<file path="src/psc_map.svh">
// Register map, field positions, reset values and timing figures.
`ifndef PSC_MAP_SVH
`define PSC_MAP_SVH
`define PSC_A_CHIPVER 8'h00
`define PSC_A_OTP_VERSION 8'h01
`define PSC_A_IOTHR 8'h02
`define PSC_A_INTHR 8'h03
`define PSC_A_CLKOUT 8'h05
`define PSC_A_HOSTIF 8'h06
`define PSC_A_SWATCH 8'h07
`define PSC_A_ONHIS 8'h09
`define PSC_A_OFFHIS 8'h0A
`define PSC_A_WDSET 8'h0B
`define PSC_A_WDCNT 8'h0C
`define PSC_A_PFUNC 8'h0D
`define PSC_A_SLPCMD 8'h0E
`define PSC_A_REPCTL 8'h0F
`define PSC_A_BTNSET 8'h10
`define PSC_A_PREIN 8'hB0
`define PSC_A_OVERTEMP_THRESHOLD 8'hBC
`define PSC_M_IOTHR 8'h3F
`define PSC_M_INTHR 8'h97
`define PSC_M_CLKOUT 8'h1E
`define PSC_M_HOSTIF 8'h03
`define PSC_M_WDSET 8'h0F
`define PSC_M_PFUNC 8'h22
`define PSC_M_REPCTL 8'h37
`define PSC_M_BTNSET 8'hFF
`define PSC_M_PREIN 8'h07
`define PSC_M_OVERTEMP_THRESHOLD 8'h03
`define PSC_R_ZERO 8'h00
`define PSC_R_WDSET 8'h03
`define PSC_R_BTNSET 8'h38
`define PSC_B_INCDIS 1
`define PSC_B_RETAIN 7
`define PSC_B_INKEEP 7
`define PSC_B_WDRUN 3
`define PSC_B_WDOFF 2
`define PSC_B_SLPOFF 5
`define PSC_B_OFFSEL 1
`define PSC_B_EXIT 5
`define PSC_B_ENTRY 4
`define PSC_B_SWOFF 0
`define PSC_B_REPWR 0
`define PSC_B_BTNCLR 7
`define PSC_B_JUDGE 3
`define PSC_LAST_SLOT 4'hF
`define PSC_WD_UNITS_SHORT 8'h28
`define PSC_WD_UNITS_LONG 8'hA0
`define PSC_MS_PER_S 14'h03E8
`endif

</file>
<file path="src/psc_pkg.sv">
// Types shared by the power-state control block.
package psc_pkg;
  typedef enum logic [3:0] {
    PS_OFF, PS_ON_SEQ, PS_HOLD, PS_ON, PS_SLP_ENT, PS_SLEEP,
    PS_SLP_EXIT, PS_OFF_SEQ, PS_REPWR
  } psc_state_e;
  typedef enum logic [3:0] {
    BUS_IDLE, BUS_ADDR, BUS_ADDR_ACK, BUS_REG, BUS_REG_ACK,
    BUS_WR, BUS_WR_ACK, BUS_RD, BUS_RD_ACK
  } psc_bus_e;
  typedef logic [13:0] psc_ms_t;
endpackage

</file>
<file path="src/psc_power_control.sv">
// Power-state sequencer with watchdog, button timers and serial registers.
`timescale 1ns/1ns
`default_nettype none
`include "psc_map.svh"
module psc_power_control import psc_pkg::*; #(
  parameter int TICK_CYCLES = 50000,          // Clock cycles per 1 ms.
  parameter logic [6:0] DEV_ADDR = 7'h32,     // Bus address.
  parameter logic [7:0] CHIP_VERSION = 8'h5A, // Arbitrary value.
  parameter logic [7:0] OTP_VERSION = 8'hC3   // Arbitrary value.
) (
  input wire logic clk,           // 50 MHz clock.
  input wire logic rst_n,         // Synchronous reset, active low.
  input wire logic uvLockout,     // Undervoltage lockout, high active.
  input wire logic scl,           // Serial clock.
  input wire logic sdaIn,         // Serial data level.
  output logic sdaOut,            // Serial data driven value.
  output logic sdaDriveN,         // Low while driving serial data.
  input wire logic buttonIn,      // Power button held, high.
  input wire logic extOnIn,       // External power-on input.
  input wire logic powerHoldIn,   // Power hold from host, high.
  input wire logic holdTimeout,   // Power hold timeout event.
  input wire logic hardResetIn,   // Hard reset request.
  input wire logic outEnableN,    // Output enable, low drops power.
  input wire logic overCurrent,   // Converter overcurrent.
  input wire logic ioDetect,      // I/O supply detector.
  input wire logic inDetect,      // Input supply detector.
  input wire logic thermalTrip,   // Thermal shutdown.
  input wire logic wdEnLock,      // Locks watchdog off-enable writes.
  output logic resetOutN,         // Reset output to host, low.
  output logic railsOn,           // Rails requested on.
  output logic [3:0] seqSlot,     // Current sequence slot.
  output logic offAllAtLast,      // Off sequence ends all at slot 15.
  output logic sleepActive,       // In sleep state.
  output logic wdExpired          // One-cycle watchdog expiry pulse.
);
  // ----------------------------------------------------------------
  // Millisecond divider and sampled pins
  // ----------------------------------------------------------------
  logic [15:0] divCnt;
  logic msTick;
  logic sclQ, sdaQ, sclP, sdaP, extP, btnQ;
  wire divWrap = (divCnt == 16'(TICK_CYCLES - 1));
  // Divider makes one tick per millisecond.
  always_ff @(posedge clk) begin
    if (!rst_n) begin
      divCnt <= '0;
      msTick <= 1'b0;
    end else begin
      divCnt <= divWrap ? '0 : divCnt + 16'h0001;
      msTick <= divWrap;
    end
  end
  // Serial pins pass two registers and the external-on and button pins one, for edge detection.
  always_ff @(posedge clk) begin
    if (!rst_n) begin
      sclQ <= 1'b1;
      sdaQ <= 1'b1;
      sclP <= 1'b1;
      sdaP <= 1'b1;
      extP <= 1'b0;
      btnQ <= 1'b0;
    end else begin
      sclQ <= scl;
      sdaQ <= sdaIn;
      sclP <= sclQ;
      sdaP <= sdaQ;
      extP <= extOnIn;
      btnQ <= buttonIn;
    end
  end
  // ----------------------------------------------------------------
  // Register storage
  // ----------------------------------------------------------------
  logic [7:0] ioThr, inThr, clkOut, hostIf, sWatch, onHis, offHis;
  logic [7:0] wdSet, pFunc, repCtl, btnSet, preIn, overtemp_threshold, ptr;
  logic [7:0] wdUnits;
  logic wrStb, rdStb;
  logic [7:0] wrData;
  psc_state_e state, next_state;
  // Read selection over the mapped offsets; unmapped reads give zero.
  wire [7:0] rdMux =
    (ptr == `PSC_A_CHIPVER) ? CHIP_VERSION :
    (ptr == `PSC_A_OTP_VERSION) ? OTP_VERSION :
    (ptr == `PSC_A_IOTHR) ? ioThr :
    (ptr == `PSC_A_INTHR) ? inThr :
    (ptr == `PSC_A_CLKOUT) ? clkOut :
    (ptr == `PSC_A_HOSTIF) ? hostIf :
    (ptr == `PSC_A_SWATCH) ? sWatch :
    (ptr == `PSC_A_ONHIS) ? onHis :
    (ptr == `PSC_A_OFFHIS) ? offHis :
    (ptr == `PSC_A_WDSET) ? wdSet :
    (ptr == `PSC_A_WDCNT) ? wdUnits :
    (ptr == `PSC_A_PFUNC) ? pFunc :
    (ptr == `PSC_A_REPCTL) ? repCtl :
    (ptr == `PSC_A_BTNSET) ? btnSet :
    (ptr == `PSC_A_PREIN) ? preIn :
    (ptr == `PSC_A_OVERTEMP_THRESHOLD) ? overtemp_threshold : `PSC_R_ZERO;
  wire wrHit = wrStb;
  wire wIo = wrHit && ptr == `PSC_A_IOTHR;
  wire wIn = wrHit && ptr == `PSC_A_INTHR;
  wire wClk = wrHit && ptr == `PSC_A_CLKOUT;
  wire wHost = wrHit && ptr == `PSC_A_HOSTIF;
  wire wWatch = wrHit && ptr == `PSC_A_SWATCH;
  wire wWd = wrHit && ptr == `PSC_A_WDSET;
  wire wFunc = wrHit && ptr == `PSC_A_PFUNC;
  wire wSlp = wrHit && ptr == `PSC_A_SLPCMD;
  wire wRep = wrHit && ptr == `PSC_A_REPCTL;
  wire wBtn = wrHit && ptr == `PSC_A_BTNSET;
  wire wPre = wrHit && ptr == `PSC_A_PREIN;
  wire wOvt = wrHit && ptr == `PSC_A_OVERTEMP_THRESHOLD;
  wire wdAccess = (wrHit || rdStb) && ptr == `PSC_A_WDSET;
  wire cmdExit = wSlp && wrData[`PSC_B_EXIT];
  wire cmdEntry = wSlp && wrData[`PSC_B_ENTRY];
  wire cmdOff = wSlp && wrData[`PSC_B_SWOFF];
  // retain bit masks the off-state reset.
  wire offRst = next_state == PS_OFF && state != PS_OFF &&
    !sWatch[`PSC_B_RETAIN];
  wire lockRst = !rst_n || uvLockout;
  wire anyRst = lockRst || offRst;
  wire inRst = anyRst && !(offRst && inThr[`PSC_B_INKEEP] && !lockRst);
  wire [7:0] wdMask = wdEnLock ?
    (`PSC_M_WDSET & ~(8'h01 << `PSC_B_WDOFF)) : `PSC_M_WDSET;
  // Registers cleared on entering off unless the retain bit is set, or at reset; button setting loads 8'h38.
  always_ff @(posedge clk) begin
    if (anyRst) begin
      ioThr <= `PSC_R_ZERO;
      clkOut <= `PSC_R_ZERO;
      hostIf <= `PSC_R_ZERO;
      pFunc <= `PSC_R_ZERO;
      repCtl <= `PSC_R_ZERO;
      btnSet <= `PSC_R_BTNSET;
    end else begin
      if (wIo) ioThr <= wrData & `PSC_M_IOTHR;
      if (wClk) clkOut <= wrData & `PSC_M_CLKOUT;
      if (wHost) hostIf <= wrData & `PSC_M_HOSTIF;
      if (wFunc) pFunc <= wrData & `PSC_M_PFUNC;
      if (wRep) repCtl <= wrData & `PSC_M_REPCTL;
      if (wBtn) btnSet <= wrData & `PSC_M_BTNSET;
    end
  end
  // Watchdog setting keeps its own default.
  always_ff @(posedge clk) begin
    if (anyRst) begin
      wdSet <= `PSC_R_WDSET;
    end else if (wWd) begin
      wdSet <= (wrData & wdMask) | (wdSet & ~wdMask);
    end
  end
  // Input threshold keep bit survives off-state reset.
  always_ff @(posedge clk) begin
    if (lockRst) begin
      inThr <= `PSC_R_ZERO;
    end else if (inRst) begin
      inThr <= inThr & (8'h01 << `PSC_B_INKEEP);
    end else if (wIn) begin
      inThr <= wrData & `PSC_M_INTHR;
    end
  end
  always_ff @(posedge clk) begin
    if (lockRst) begin
      sWatch <= `PSC_R_ZERO;
      preIn <= `PSC_R_ZERO;
      overtemp_threshold <= `PSC_R_ZERO;
    end else begin
      if (wWatch) sWatch <= wrData;
      if (wPre) preIn <= wrData & `PSC_M_PREIN;
      if (wOvt) overtemp_threshold <= wrData & `PSC_M_OVERTEMP_THRESHOLD;
    end
  end
  // ----------------------------------------------------------------
  // Serial register port
  // ----------------------------------------------------------------
  psc_bus_e bus;
  logic [3:0] bitCnt;
  logic [7:0] shift;
  logic rdMode, ackOk;
  wire sclRise = sclQ && !sclP;
  wire sclFall = !sclQ && sclP;
  wire startCond = sclQ && sclP && sdaP && !sdaQ;
  wire stopCond = sclQ && sclP && !sdaP && sdaQ;
  wire byteDone = bitCnt == 4'h8;
  wire incDis = hostIf[`PSC_B_INCDIS];
  wire [7:0] ptrNext = incDis ? ptr : ptr + 8'h01;
  // Byte-level slave: address, register pointer, then data.
  always_ff @(posedge clk) begin
    if (!rst_n || startCond || stopCond) begin
      bus <= (rst_n && startCond) ? BUS_ADDR : BUS_IDLE;
      bitCnt <= '0;
      sdaDriveN <= 1'b1;
      wrStb <= 1'b0;
      rdStb <= 1'b0;
      if (!rst_n) begin
        shift <= '0;
        rdMode <= 1'b0;
        ptr <= '0;
        wrData <= '0;
        ackOk <= 1'b0;
      end
    end else begin
      wrStb <= 1'b0;
      rdStb <= 1'b0;
      if (sclRise && bus inside {BUS_ADDR, BUS_REG, BUS_WR}) begin
        shift <= {shift[6:0], sdaQ};
        bitCnt <= bitCnt + 4'h1;
      end
      if (sclRise && bus == BUS_RD_ACK) ackOk <= !sdaQ;
      if (sclFall) begin
        unique case (bus)
          BUS_IDLE: bus <= BUS_IDLE;
          BUS_ADDR: if (byteDone) begin
            bitCnt <= '0;
            rdMode <= shift[0];
            bus <= (shift[7:1] == DEV_ADDR) ? BUS_ADDR_ACK : BUS_IDLE;
            sdaDriveN <= shift[7:1] != DEV_ADDR;
          end
          BUS_ADDR_ACK: begin
            bus <= rdMode ? BUS_RD : BUS_REG;
            shift <= rdMux;
            rdStb <= rdMode;
            sdaDriveN <= rdMode ? rdMux[7] : 1'b1;
          end
          BUS_REG: if (byteDone) begin
            bitCnt <= '0;
            bus <= BUS_REG_ACK;
            ptr <= shift;
            sdaDriveN <= 1'b0;
          end
          BUS_REG_ACK, BUS_WR_ACK: begin
            bus <= BUS_WR;
            sdaDriveN <= 1'b1;
          end
          BUS_WR: if (byteDone) begin
            bitCnt <= '0;
            bus <= BUS_WR_ACK;
            wrData <= shift;
            wrStb <= 1'b1;
            sdaDriveN <= 1'b0;
          end
          BUS_RD: begin
            bitCnt <= bitCnt + 4'h1;
            shift <= {shift[6:0], 1'b0};
            sdaDriveN <= (bitCnt == 4'h7) ? 1'b1 : shift[6];
            if (bitCnt == 4'h7) bus <= BUS_RD_ACK;
          end
          BUS_RD_ACK: begin
            bitCnt <= '0;
            bus <= ackOk ? BUS_RD : BUS_IDLE;
            sdaDriveN <= ackOk ? rdMux[7] : 1'b1;
            shift <= rdMux;
            rdStb <= ackOk;
          end
        endcase
      end
      // Pointer moves after each data byte is taken or loaded, unless the hostIf increment-disable bit holds it.
      if (wrStb || rdStb) ptr <= ptrNext;
    end
  end
  // ----------------------------------------------------------------
  // Watchdog
  // ----------------------------------------------------------------
  logic [9:0] wdSub;
  wire [1:0] wdCode = wdSet[1:0];
  wire [9:0] wdLsb = (wdCode == 2'b00) ? 10'd25 : (wdCode == 2'b01) ?
    10'd50 : (wdCode == 2'b10) ? 10'd200 : 10'd800;
  wire [7:0] wdLoad = (wdCode == 2'b00) ? `PSC_WD_UNITS_SHORT :
    `PSC_WD_UNITS_LONG;
  wire wdRun = state == PS_ON ||
    (state == PS_SLEEP && wdSet[`PSC_B_WDRUN]);
  wire wdStep = wdRun && msTick && (wdSub == wdLsb - 10'd1);
  wire wdFire = wdStep && wdUnits == 8'h00;
  // Count down remaining units; reload on access or when idle.
  always_ff @(posedge clk) begin
    if (!rst_n) begin
      wdUnits <= `PSC_WD_UNITS_LONG;
      wdSub <= '0;
      wdExpired <= 1'b0;
    end else begin
      wdExpired <= wdFire;
      if (wdAccess || wdFire ||
          !(state == PS_ON || state == PS_SLEEP)) begin
        wdUnits <= wdLoad;
        wdSub <= '0;
      end else if (wdRun && msTick) begin
        wdSub <= wdStep ? '0 : wdSub + 10'd1;
        if (wdStep) wdUnits <= wdUnits - 8'h01;
      end
    end
  end
  // ----------------------------------------------------------------
  // Power button timers
  // ----------------------------------------------------------------
  psc_ms_t btnCnt, btnLim;
  logic btnOvf;
  wire psc_ms_t onLim = (btnSet[2:0] == 3'd1) ? 14'd20 :
    (btnSet[2:0] == 3'd2) ? 14'd128 : (btnSet[2:0] == 3'd3) ? 14'd1000 :
    (btnSet[2:0] == 3'd4) ? 14'd2000 : (btnSet[2:0] == 3'd5) ? 14'd3000 :
    14'd0;
  wire psc_ms_t judge = btnSet[`PSC_B_JUDGE] ? `PSC_MS_PER_S : 14'd0;
  wire [3:0] offSec = (btnSet[6:4] < 3'd3) ? {1'b0, btnSet[6:4]} :
    {btnSet[6:4] - 3'd1, 1'b0};
  wire psc_ms_t offLim = psc_ms_t'(offSec * `PSC_MS_PER_S) + judge;
  wire btnClr = btnSet[`PSC_B_BTNCLR];
  wire btnHit = btnQ && !btnOvf && btnCnt >= btnLim && !btnClr;
  // Press timer; clear bit holds timer and overflow at zero.
  always_ff @(posedge clk) begin
    if (!rst_n || btnClr || !btnQ) begin
      btnCnt <= '0;
      btnOvf <= 1'b0;
    end else begin
      if (msTick && btnCnt != '1) btnCnt <= btnCnt + 14'd1;
      if (btnHit) btnOvf <= 1'b1;
    end
  end
  assign btnLim = (state == PS_OFF) ? onLim : offLim;
  // ----------------------------------------------------------------
  // Power state machine
  // ----------------------------------------------------------------
  psc_ms_t tmr;
  logic hardLatch;
  wire seqState = state inside {PS_ON_SEQ, PS_SLP_ENT, PS_SLP_EXIT,
    PS_OFF_SEQ};
  wire seqDone = msTick && seqSlot == `PSC_LAST_SLOT;
  wire hostOff = !powerHoldIn || holdTimeout;
  wire [7:0] offCause = {!outEnableN || hardResetIn, overCurrent,
    wdFire && wdSet[`PSC_B_WDOFF], hostOff, ioDetect, inDetect,
    thermalTrip, btnHit};
  wire [7:0] onCause = offCause | {3'b000, cmdOff, 4'h0};
  wire [7:0] slpCause = {offCause[7:1],
    btnHit && pFunc[`PSC_B_SLPOFF]};
  wire psc_ms_t holdMs = (repCtl[5:4] == 2'b01) ? 14'd2 :
    (repCtl[5:4] == 2'b10) ? 14'd8 : (repCtl[5:4] == 2'b11) ? 14'd16 :
    14'd0;
  wire psc_ms_t repMs = (repCtl[2:1] == 2'b01) ? 14'd100 :
    (repCtl[2:1] == 2'b10) ? 14'd500 : (repCtl[2:1] == 2'b11) ?
    14'd1000 : 14'd10;
  wire extRise = extOnIn && !extP;
  // commands count only in their own state.
  always_comb begin
    next_state = state;
    unique case (state)
      PS_OFF: if (extRise || btnHit) next_state = PS_ON_SEQ;
      PS_ON_SEQ: if (seqDone) next_state = PS_HOLD;
      PS_HOLD: if (tmr >= holdMs) next_state = PS_ON;
      PS_ON: begin
        if (onCause != 8'h00) next_state = PS_OFF_SEQ;
        else if (cmdEntry) next_state = PS_SLP_ENT;
      end
      PS_SLP_ENT: if (seqDone) next_state = PS_SLEEP;
      PS_SLEEP: begin
        if (slpCause != 8'h00) next_state = PS_OFF_SEQ;
        else if (cmdExit) next_state = PS_SLP_EXIT;
      end
      PS_SLP_EXIT: if (seqDone) next_state = PS_ON;
      PS_OFF_SEQ: if (seqDone) next_state =
        (repCtl[`PSC_B_REPWR] || hardLatch) ? PS_REPWR : PS_OFF;
      PS_REPWR: if (msTick && tmr >= repMs - 14'd1) next_state = PS_ON_SEQ;
    endcase
  end
  // State, slot stepping and wait timer.
  always_ff @(posedge clk) begin
    if (!rst_n) begin
      state <= PS_OFF;
      seqSlot <= '0;
      tmr <= '0;
      hardLatch <= 1'b0;
    end else begin
      state <= next_state;
      if (next_state != state) begin
        seqSlot <= '0;
        tmr <= '0;
      end else begin
        if (seqState && msTick) seqSlot <= seqSlot + 4'h1;
        if (msTick) tmr <= tmr + 14'd1;
      end
      if (state == PS_ON && onCause[7] && hardResetIn) hardLatch <= 1'b1;
      else if (state == PS_ON_SEQ) hardLatch <= 1'b0;
    end
  end
  always_ff @(posedge clk) begin
    if (lockRst) begin
      onHis <= `PSC_R_ZERO;
    end else if (next_state == PS_ON_SEQ && state != PS_ON_SEQ) begin
      onHis <= {4'h0, state == PS_OFF && extRise, 1'b0,
        state == PS_REPWR, state == PS_OFF && btnHit && !extRise};
    end
  end
  always_ff @(posedge clk) begin
    if (lockRst) begin
      offHis <= `PSC_R_ZERO;
    end else if (next_state == PS_OFF_SEQ && state != PS_OFF_SEQ) begin
      offHis <= (state == PS_ON) ? onCause : slpCause;
    end
  end
  // off timing and rail request outputs.
  always_ff @(posedge clk) begin
    if (!rst_n) begin
      resetOutN <= 1'b0;
      railsOn <= 1'b0;
      offAllAtLast <= 1'b0;
      sleepActive <= 1'b0;
      sdaOut <= 1'b0;
    end else begin
      resetOutN <= next_state inside {PS_ON, PS_SLP_ENT, PS_SLEEP,
        PS_SLP_EXIT};
      railsOn <= !(next_state inside {PS_OFF, PS_REPWR});
      offAllAtLast <= pFunc[`PSC_B_OFFSEL];
      sleepActive <= next_state == PS_SLEEP;
      sdaOut <= 1'b0;
    end
  end
endmodule
`default_nettype wire

</file>
<file path="config.mk">
export PLATFORM = sky130hd
export DESIGN_NAME = psc_power_control
export DESIGN_NICKNAME = d
export VERILOG_FILES = /design/src/psc_pkg.sv /design/src/psc_power_control.sv
export VERILOG_INCLUDE_DIRS = /design/src
export SDC_FILE = /design/constraint.sdc
export NUM_CORES = 1
export LEC_CHECK = 0
export BUFFER_PORTS_ARGS = -buffer_cell sky130_fd_sc_hd__buf_4
export CORE_MARGIN = 8
export CORE_UTILIZATION = 35
export DETAILED_ROUTE_END_ITERATION = 10
export PLACE_DENSITY = 0.61
export SETUP_SLACK_MARGIN = 0.15
export SYNTH_ARGS = -nofsm -noshare
export SYNTH_HDL_FRONTEND = slang
export SYNTH_SLANG_ARGS = --single-unit
export TNS_END_PERCENT = 20
</file>
<file path="constraint.sdc">
create_clock -name clk -period 6.5 [get_ports clk]
set_input_delay 0.975 -clock clk [delete_from_list [all_inputs] [get_ports clk]]
set_output_delay 0.975 -clock clk [all_outputs]
set_load 0.02 [all_outputs]
</file>
* Word level (Yosys, flattened, before mapping)
Index checks and enable logic that the tools add are counted.
** Operators by class
- Add/subtract/negate cells :: 12
- Multipliers :: 1
- Divide/modulo/power cells :: 0
- Magnitude comparators :: 4
- Eq/ne operators :: 71
- Shifts and indexed selects :: 0
- Multiplexer cells :: 99
- Bitwise gates (word level) :: 9
- Reduce and logical (&&, ||, !) cells :: 127
** Operator list (number)
- $mux 8 :: 32
- $mux 4 :: 22
- $mux 10 :: 8
- $mux 12 :: 5
- $eq 8x4->1 const B :: 7
- $eq 4x3->1 const B :: 13
- $logic_and 1x1->1 :: 52
- $pmux 4 s9 :: 1
- $pmux 4 s8 :: 1
- $add 14x1->14 const B :: 2
- $ge 14x14->1 :: 2
- $eq 8x3->1 const B :: 3
- $eq 4x2->1 const B :: 5
- $eq 4x4->1 const B :: 5
- $reduce_bool 2->1 :: 9
- $logic_not 1->1 :: 17
- $add 16x1->16 const B :: 1
- $eq 16x16->1 const B :: 1
- $eq 8x2->1 const B :: 2
- $eq 8x8->1 const B :: 2
- $logic_not 8->1 :: 2
- $mux 1 :: 16
- $pmux 8 s2 :: 1
- $reduce_bool 8->1 :: 2
- other kinds (53) :: 112
** Word-level totals
- Flip-flop bits (word level) :: 185
- Latch bits :: 0
- RAM bits :: 0
- ROM bits :: 0
- Input port bits :: 16
- Logic and storage cells :: 368
- Memories kept :: 0

* Depth between registers and ports, before layout
Gate-level depths: netlist (run 1).
- Depth in word-level cells :: 23
- Gate-level depth with buffers :: 29
- Gate-level depth less buffers :: 27

* Least setup slack after synthesis (run 1)
OpenSTA, ideal clock, no wires.
- Kind :: reg-to-reg
- Start :: reg btnSet[4]
- End :: reg repCtl[4]
- Library setup time :: 0.114 ns
- Arrival :: 6.427 ns
- Path slack :: -0.042 ns
- Stages on the path, launching flop included :: 27
- Path buffers :: 2
- Period minus slack after synthesis :: 6.542 ns
- Cell sequence :: dfxtp_1 clkbuf_1 inv_1 ha_1 o22ai_1 ha_1 xor2_1 inv_1 fa_1 inv_1 ha_1 a21oi_1 o21bai_1 a21oi_1 o21ai_0 or3b_2 a32oi_1 nor2_1 ha_1 a2111oi_0 o21ai_1 o21a_1 or4_1 a211o_1 o41ai_4 buf_4 nor2_1
** On the way
- Longest elaborated chain between the ends :: 16
** Ends and longest elaborated chain
- start, declared :: line psc_power_control.sv:75 : logic [7:0] wdSet, pFunc, repCtl, btnSet, preIn, overtemp_threshold, ptr;
- start signal, assigned :: line psc_power_control.sv:131 : btnSet <= `PSC_R_BTNSET;
- start signal, assigned :: line psc_power_control.sv:138 : if (wBtn) btnSet <= wrData & `PSC_M_BTNSET;
- $sub 3x1->3 or $lt 3x2->1 (tied branches) :: line psc_power_control.sv:300, psc_power_control.sv:299
- $mux 4 (*) :: line psc_power_control.sv:299 : wire [3:0] offSec = (btnSet[6:4] < 3'd3) ? {1'b0, btnSet[6:4]} :
- $mul 4x7->11 (no line) (*)
- $add 14x10->14 (*) :: line psc_power_control.sv:301 : wire psc_ms_t offLim = psc_ms_t'(offSec * `PSC_MS_PER_S) + judge;
- $mux 14 (*) :: line psc_power_control.sv:314 : assign btnLim = (state == PS_OFF) ? onLim : offLim;
- $ge 14x14->1 (*) :: line psc_power_control.sv:303 : wire btnHit = btnQ && !btnOvf && btnCnt >= btnLim && !btnClr;
- $logic_and 1x1->1 (*) (2 in a row) :: line psc_power_control.sv:303
- $or 8x5->8 or $logic_and 1x1->1 (tied branches) :: line psc_power_control.sv:327, psc_power_control.sv:329
- $reduce_bool 8->1 (on tied branches) :: line psc_power_control.sv:345, psc_power_control.sv:350
- $mux 4 (on tied branches) :: line psc_power_control.sv:345, psc_power_control.sv:350
- $pmux 4 s9 (*) :: line psc_power_control.sv:340 : unique case (state)
- $logic_not 4->1 (*) :: line psc_power_control.sv:116 : wire offRst = next_state == PS_OFF && state != PS_OFF &&
- $logic_and 1x1->1 (*) (2 in a row) :: line psc_power_control.sv:116
- $logic_or 1x1->1 (*) :: line psc_power_control.sv:119 : wire anyRst = lockRst || offRst;
- end signal, assigned :: line psc_power_control.sv:130 : repCtl <= `PSC_R_ZERO;
- end signal, assigned :: line psc_power_control.sv:137 : if (wRep) repCtl <= wrData & `PSC_M_REPCTL;
- end, declared :: line psc_power_control.sv:75
Every way passes the cells marked *; elsewhere a longest branch is shown, timed or not.
A chain may end at the register's enable or synchronous reset.

* Final worst setup path (run 1)
- Start :: reg btnSet[4]
- End :: reg btnSet[5]
** On the way
- Longest elaborated chain between the ends :: 16
** Ends and longest elaborated chain (line)
- $sub 3x1->3 or $lt 3x2->1 (tied branches) :: psc_power_control.sv:300, psc_power_control.sv:299
- $mux 4 (*) :: psc_power_control.sv:299
- $mul 4x7->11 (no line) (*)
- $add 14x10->14 (*) :: psc_power_control.sv:301
- $mux 14 (*) :: psc_power_control.sv:314
- $ge 14x14->1 (*) :: psc_power_control.sv:303
- $logic_and 1x1->1 (*) (2 in a row) :: psc_power_control.sv:303
- $or 8x5->8 or $logic_and 1x1->1 (tied branches) :: psc_power_control.sv:327, psc_power_control.sv:329
- $reduce_bool 8->1 (on tied branches) :: psc_power_control.sv:345, psc_power_control.sv:350
- $mux 4 (on tied branches) :: psc_power_control.sv:345, psc_power_control.sv:350
- $pmux 4 s9 (*) :: psc_power_control.sv:340
- $logic_not 4->1 (*) :: psc_power_control.sv:116
- $logic_and 1x1->1 (*) (2 in a row) :: psc_power_control.sv:116
- $logic_or 1x1->1 (*) :: psc_power_control.sv:119
Marks and branches as above.

==> out/results.ini, run 1 <==
[setup_path]
crit_cells = 29
arrival_ns = 6.53
end_kind = flop
rrSetupSlack_ns = 0.36
cp-endpoint = btnSet[5]
r2r_cells = 29
startpoint = btnSet[4]
path_delay_family = compound AO/OA/AOI/OAI gates
cp_num_buf_inv = 7
cpMaxStageDelayCell = or4_4
reg2reg_from = btnSet[4]
crit_path_start_kind = flop
r2r-end = btnSet[5]
crit_type = flop to flop
required_ns = 6.89
slowest_delay_ns = 0.53
crit_fanout = 8

[power_and_ir_drop]
power-per-cell-area_nw_per_um2 = 250.6
p_int_w = 0.002045
clkPwrFrac_pct = 33.0
pwr-share-seq_pct = 40.6
combinationalPowerShare_pct = 26.4
cellLeakagePower_nw = 4.585
peakVddDrop_mv = 0.1942
p_sw_w = 0.001087
sw_frac_of_total_pct = 34.71

[clocking]
insertion_delay_ns = 0.45
postCtsHoldBufs = 0
root_buffer = clkbuf_16
h-tree-depth = 4
cts_tree = built
clock-sinks = 181
cts_max_path_buffers = 2
clk_pin_slew_ns = 0.07
cts_buffers = 17

[finish]
final_core_util_pct = 39.92
design_area_um2 = 12500
drive_gt1_share_pct = 9.590
antenna_cells = 0
area_growth_pct = 13.40
fin_nets = 1440
final_common_cell = dfxtp_1
mostFrequentLayoutCells = 148 x dfxtp_1, 135 x nand2_1, 124 x nor2_1, 91 x a21oi_1, 84 x nand3_1

[yosys]
seq_area_frac_synth_pct = 35.60
syn_inst = 1343
synth_top_cells_by_area = dfxtp_1 27%, edfxtp_1 8.2%, ha_1 7.5%
syn_avg_cell_area_um2 = 8.207
syn_nets = 1430
synth_edf_count = 30
ys_async_sr_fraction_pct = 0
synth_area_um2 = 11020
synth-main-ff-cell = dfxtp_1
synth_warnings = 0
synth_top_cell_area_share_pct = 27.43
ys_ff_latch = 181
yosysUniqueCellTypes = 78
synth_top_area_cell = dfxtp_1

[sta]
finalCriticalPeriod_ns = 6.142
worstMarginPinSlew_ns = 1.211
hold_viol = 0
max_freq_mhz = 162.8
timing.final.max_slew_violations = 0
setup_violations = 0
rsz0062_at_grt = no
worst_slew_margin_rel_pct = 19.24
finalCritPeriodShare_pct = 94.49
clock_skew_ns = 0.01427
layout_setup_ws_ns = 0.3583

[floorplanning]
die-area_um2 = 37420
core_area_um2 = 31310
ios = 27
die_h_um = 193.5
num_rows = 65
initial_core_util_pct = 35.20
die_x_um = 193.5

[placed_design]
placedInstanceArea_um2 = 11630
place_congestion = 0.9059
dp_hpwl_mm = 21.98
dp_slack_ns = -0.1543
io_buffers = 25

[outcome]
outcome = complete, no violations

[routing]
drt.antenna.violating_nets = 0
dr.pass1.iters = 6
wirelength_mm = 30.50
drc = 0
via_count = 9855
first_iter_violations = 857
post_drt_wl_per_cell_um = 17.25
vias_per_cell = 5.574

[grt]
grtUsageTotal_pct = 15.88
grt_pass1_wl_mm = 49.03
grt_overflow_total = 0
grt_antenna_before_repair = 0
grt_max_degree = 52
grt_pass1_vias = 9134

[flow_run]
maxCapViolCount = 0

[hold_path]
hp-class = flop to flop

## worst register-to-register path, delay by kind of cell (launching register included)
kind	cells	cell delay (ns)
AOI/OAI and AO/OA	11	2.23
buffers and inverters	7	0.79
and+or+nand+nor	4	0.77
DFF	1	0.32
adders and majority gates	7	1.97
## routing by layer
layer	vias up	part of all wire [%]	GRT usage (%)
met5	-	0	0
met4	0	2.2	5.217
met3	40	5.8	3.523
met2	280	46	25.18
met1	4685	46	21.13
li1	4850	-	-
## sequential cells by signal (all words and copies together) (netlist names), 4 cells and up, named ones only
signal   flops
repCtl       5
btnCnt      14
wrData       8
tmr         14
inThr        5
wdUnits      8
clkOut       4
wdSub       10
ioThr        6
btnSet       8
state        4
sWatch       8
seqSlot      4
bitCnt       4
ptr          8
divCnt      16
offHis       8
shift        8
bus          4
## synthesized netlist by cell type, types with 6 or more instances
master,number
nor2_1,126
ha_1,66
a21o_1,9
o22ai_1,8
a222oi_1,6
mux2i_1,16
a31oi_1,15
nor2b_1,14
or3_1,9
nand2_1,136
nand2b_1,19
o21a_1,8
nand4_1,18
a211o_1,10
a22oi_1,11
xnor2_1,46
inv_1,59
a211oi_1,16
o21ai_0,47
o211ai_1,16
clkbuf_1,56
a21oi_1,96
nand3b_1,10
nand3_1,84
edfxtp_1,30
nor3_1,53
dfxtp_1,151
and3_1,32
and2_1,16
a221oi_1,6
nor4_1,19
xor2_1,42
## metrics by stage
stage / total power (W) / cells / hold slack (ns) / setup TNS (ns)
5_1_grt: 0.003283 / 1768 / 0.4726 / 0
3_3_place_gp: 0.002031 / 1726 / 0.4215 / 0
2_1_floorplan: 0.001807 / 1343 / 0.4132 / 0
6_report: 0.003132 / 1768 / 0.4464 / 0
4_1_cts: 0.003120 / 1763 / 0.4473 / 0
3_5_place_dp: 0.002040 / 1726 / 0.4330 / -1.786
## area by class of cell
cell class / instances / area, um^2
Fill cell: 3126 / 18810
Multi-Input combinational cell: 1036 / 6770
Sequential cell: 181 / 3930
Tap cell: 402 / 503.0
Timing Repair Buffer: 57 / 490.5
Clock buffer: 20 / 457.9
Inverter: 60 / 225.2
Clock inverter: 12 / 121.4
## cells by family after synthesis
logic type	synth area share, %
simple gates	25.03
compound gates	17.89
flops	35.60
buf+inv	4.495
xor+xnor	6.993
fa+ha+maj	8.401
mux	1.555
other cells	0.03402
## timing repair
action	CTS	global route
gates cloned	2	1
endpoints found under the setup margin	50	67
setup buffers	3	4
pin swaps	7	13
gates resized for setup	19	19
## how the worst min path moves through the flow
stage	startpoint	to	slack [ns]	depth (start not counted)
floorplan	divCnt[0]	divCnt[0]	0.41	1
global placement	divCnt[0]	divCnt[0]	0.42	1
detailed placement	divCnt[0]	divCnt[0]	0.43	1
CTS	divCnt[0]	divCnt[0]	0.45	1
global route	divCnt[0]	divCnt[0]	0.47	1
finish	divCnt[0]	divCnt[0]	0.45	1
## power by group through the flow
stage               sequential, W  clock [W]  combinational, W
floorplan                 0.00123          0          0.000574
global placement          0.00129          0          0.000739
detailed placement        0.00129          0          0.000747
CTS                       0.00127    0.00105          0.000798
global route              0.00128    0.00110          0.000904
finish                    0.00127    0.00103          0.000827
No activity file was read; power rests on OpenSTA's default activity.
==> run 2: changes to the inputs <==
--- a/config.mk
+++ b/config.mk
@@ -10,7 +10,7 @@
 export CORE_MARGIN = 8
 export CORE_UTILIZATION = 35
 export DETAILED_ROUTE_END_ITERATION = 10
-export PLACE_DENSITY = 0.61
+export PLACE_DENSITY_LB_ADDON = 0.25
 export SETUP_SLACK_MARGIN = 0.15
 export SYNTH_ARGS = -nofsm -noshare
 export SYNTH_HDL_FRONTEND = slang
==> run 2 against run 1 <==
Against the previous run: global-route usage grew 0.74 points; register-to-register slack gained 0.15 ns; sequential power is essentially flat; largest power group unchanged.
==> out/results.ini, run 2 (synthesis results as in run 1) <==
[routing]
first_iter_violations = 778  ; was 857
routedLengthMet1_mm = 14.10  ; was 14.12 mm
via_count = 9812  ; was 9855
drc = 0  ; unchanged
post_drt_wl_per_cell_um = 17.75  ; was 17.25 um
wl_met2_mm = 15.17  ; was 13.93 mm
highest-signal-layer = met4  ; unchanged
vias_per_cell = 5.553  ; was 5.574
dr.pass1.iters = 5  ; was 6
met3_wirelength_mm = 1.238  ; was 1.774 mm
wirelength_mm = 31.36  ; was 30.50 mm
drt.antenna.violating_nets = 0  ; unchanged

[clocking]
cts_tree = built  ; unchanged
postCtsHoldBufs = 0  ; unchanged
h-tree-depth = 4  ; unchanged
root_buffer = clkbuf_16  ; unchanged
clk_pin_slew_ns = 0.07  ; about the same
cts_max_path_buffers = 2  ; unchanged
insertion_delay_ns = 0.44  ; was 0.45 ns
cts_buffers = 17  ; unchanged
clock-sinks = 181  ; unchanged

[finish]
regMostFlops = divCnt  ; unchanged
final_common_cell = dfxtp_1  ; unchanged
antenna_cells = 0  ; unchanged
drive_gt1_share_pct = 9.304  ; was 9.590%
fin_nets = 1439  ; was 1440
reg.largest.list = divCnt x16, btnCnt x14, tmr x14  ; unchanged
design_area_um2 = 12450  ; was 12500 um^2
area_growth_pct = 12.95  ; was 13.40%
largest_reg_flops = 16  ; unchanged
mostFrequentLayoutCells = 148 x dfxtp_1, 135 x nand2_1, 124 x nor2_1, 92 x a21oi_1, 83 x nand3_1  ; was 148 x dfxtp_1, 135 x nand2_1, 124 x nor2_1, 91 x a21oi_1, 84 x nand3_1
final_cells = 1767  ; was 1768

[setup_path]
cp_num_buf_inv = 6  ; was 7
r2r_cells = 26  ; was 29
required_ns = 6.82  ; was 6.89 ns
arrival_ns = 6.32  ; was 6.53 ns
path_delay_family = compound AO/OA/AOI/OAI gates  ; unchanged
end_kind = flop  ; unchanged
crit_fanout = 9  ; was 8
crit_type = flop to flop  ; unchanged
crit_cells = 26  ; was 29
slowest_delay_ns = 0.54  ; was 0.53 ns
cpMaxStageDelayCell = fa_1  ; was or4_4
crit_path_start_kind = flop  ; unchanged

[sta]
timing.final.max_slew_violations = 0  ; unchanged
finalCriticalPeriod_ns = 5.996  ; was 6.142 ns
max_freq_mhz = 166.8  ; was 162.8 MHz
worst_slew_margin_rel_pct = 18.76  ; was 19.24%
holdWs_ns = 0.4546  ; was 0.4464 ns
clock_skew_ns = 0.01306  ; was 0.01427 ns
setup_violations = 0  ; unchanged
worstMarginPinSlew_ns = 1.206  ; was 1.211 ns
rsz0062_at_grt = no  ; unchanged
hold_viol = 0  ; unchanged
finalCritPeriodShare_pct = 92.25  ; was 94.49%

[power_and_ir_drop]
peakVddDrop_mv = 0.2030  ; was 0.1942 mV
cellLeakagePower_nw = 4.580  ; was 4.585 nW
power-per-cell-area_nw_per_um2 = 252.4  ; was 250.6 nW/um^2
power_w = 0.003142  ; was 0.003132 W

[floorplanning]
initial_core_util_pct = 35.20  ; unchanged
die_x_um = 193.5  ; unchanged
ios = 27  ; unchanged
die_h_um = 193.5  ; unchanged
die-area_um2 = 37420  ; unchanged
core_area_um2 = 31310  ; unchanged
num_rows = 65  ; unchanged

[placed_design]
dp_cells = 1728  ; was 1726
place_congestion = 0.8854  ; was 0.9059
io_buffers = 25  ; unchanged
dp_hpwl_mm = 22.73  ; was 21.98 mm
placedInstanceArea_um2 = 11630  ; about the same

[outcome]
outcome = complete, no violations  ; unchanged

[flow_run]
maxCapViolCount = 0  ; unchanged

[hold_path]
hp-class = flop to flop  ; unchanged
hold_path_depth = 2  ; was 1

[grt]
grt_antenna_before_repair = 0  ; unchanged
grt_pass1_wl_mm = 51.14  ; was 49.03 mm
grt_overflow_total = 0  ; unchanged
grt_pass1_vias = 9453  ; was 9134
grt_max_degree = 52  ; unchanged
grtUsageTotal_pct = 16.63  ; was 15.88%

==> run 2: cell count changes in the layout (fill, tap and decap cells not counted), moves of 2 or more <==
cell        change
buf_4           -2
ha_1            +2
inv_8           +5
o21ai_1         +2
o21ai_2         -2
clkinvlp_4      -4
==> run 2: worst reg2reg max path, stage by stage, from the launching register on <==
cell	delay, ns
dfxtp_2	0.33
buf_4	0.16
a21oi_4	0.20
nor2_2	0.08
ha_1	0.32
fa_1	0.52
inv_1	0.07
fa_1	0.54
inv_1	0.05
ha_1	0.28
inv_1	0.09
o21bai_1	0.08
a21oi_2	0.15
nor2b_1	0.06
o21a_1	0.22
a32oi_1	0.20
nor2_1	0.08
ha_1	0.33
a2111oi_4	0.29
o21ai_1	0.13
o21a_1	0.22
or4_4	0.53
a211o_4	0.38
o41ai_4	0.22
buf_6	0.19
buf_8	0.14
a21oi_1	0.05
==> run 2: area by class of cell <==
| class | instances | area [um^2] |
|---|---|---|
| Sequential cell | 181 | 3928 |
| Fill cell | 3196 | 18860 |
| Clock inverter | 13 | 126.4 |
| Clock buffer | 19 | 442.9 |
| Multi-Input combinational cell | 1036 | 6755 |
| Timing Repair Buffer | 56 | 469.2 |
| Tap cell | 402 | 503.0 |
| Inverter | 60 | 225.2 |
==> run 2: worst paths after layout <==
check / startpoint / end / slack (ns)
max: btnSet[5] / hostIf[0] / 0.50
min: btnOvf / btnOvf / 0.45
max reg2reg: btnSet[5] / hostIf[0] / 0.50
min reg2reg: btnOvf / btnOvf / 0.45
==> run 2: metal layers <==
layer | up-vias | global-route usage [%]
met5 | - | 0
met4 | 0 | 5.986
met3 | 40 | 2.950
met2 | 208 | 27.90
met1 | 4703 | 21.14
li1 | 4861 | -
==> run 2: metrics by stage <==
step | worst slack (ns) | utilization [%] | setup TNS (ns)
global placement | 0.07125 | 37.14 | 0
floorplan | 0.1979 | - | 0
detailed placement | -0.04186 | 37.14 | -0.6457
finish | 0.5036 | 39.76 | 0
CTS | 0.1538 | 39.26 | 0
global route | 0.1726 | 39.76 | 0
==> run 2: what timing repair did <==
| action | 4_1_cts | 5_1_grt |
|---|---|---|
| pin swaps | 4 | 13 |
| endpoints found under the setup margin | 39 | 67 |
| resized for setup | 14 | 28 |
| gates cloned | 1 | 1 |
| buffers inserted | 4 | 1 |
==> run 2: report_power, final <==
part	switching, W	leakage [nW]	total, W	internal, W
sequential	0.0000897	1.53	0.00127	0.00118
clock	0.000513	0.283	0.00104	0.000522
combinational	0.000532	2.76	0.000837	0.000305
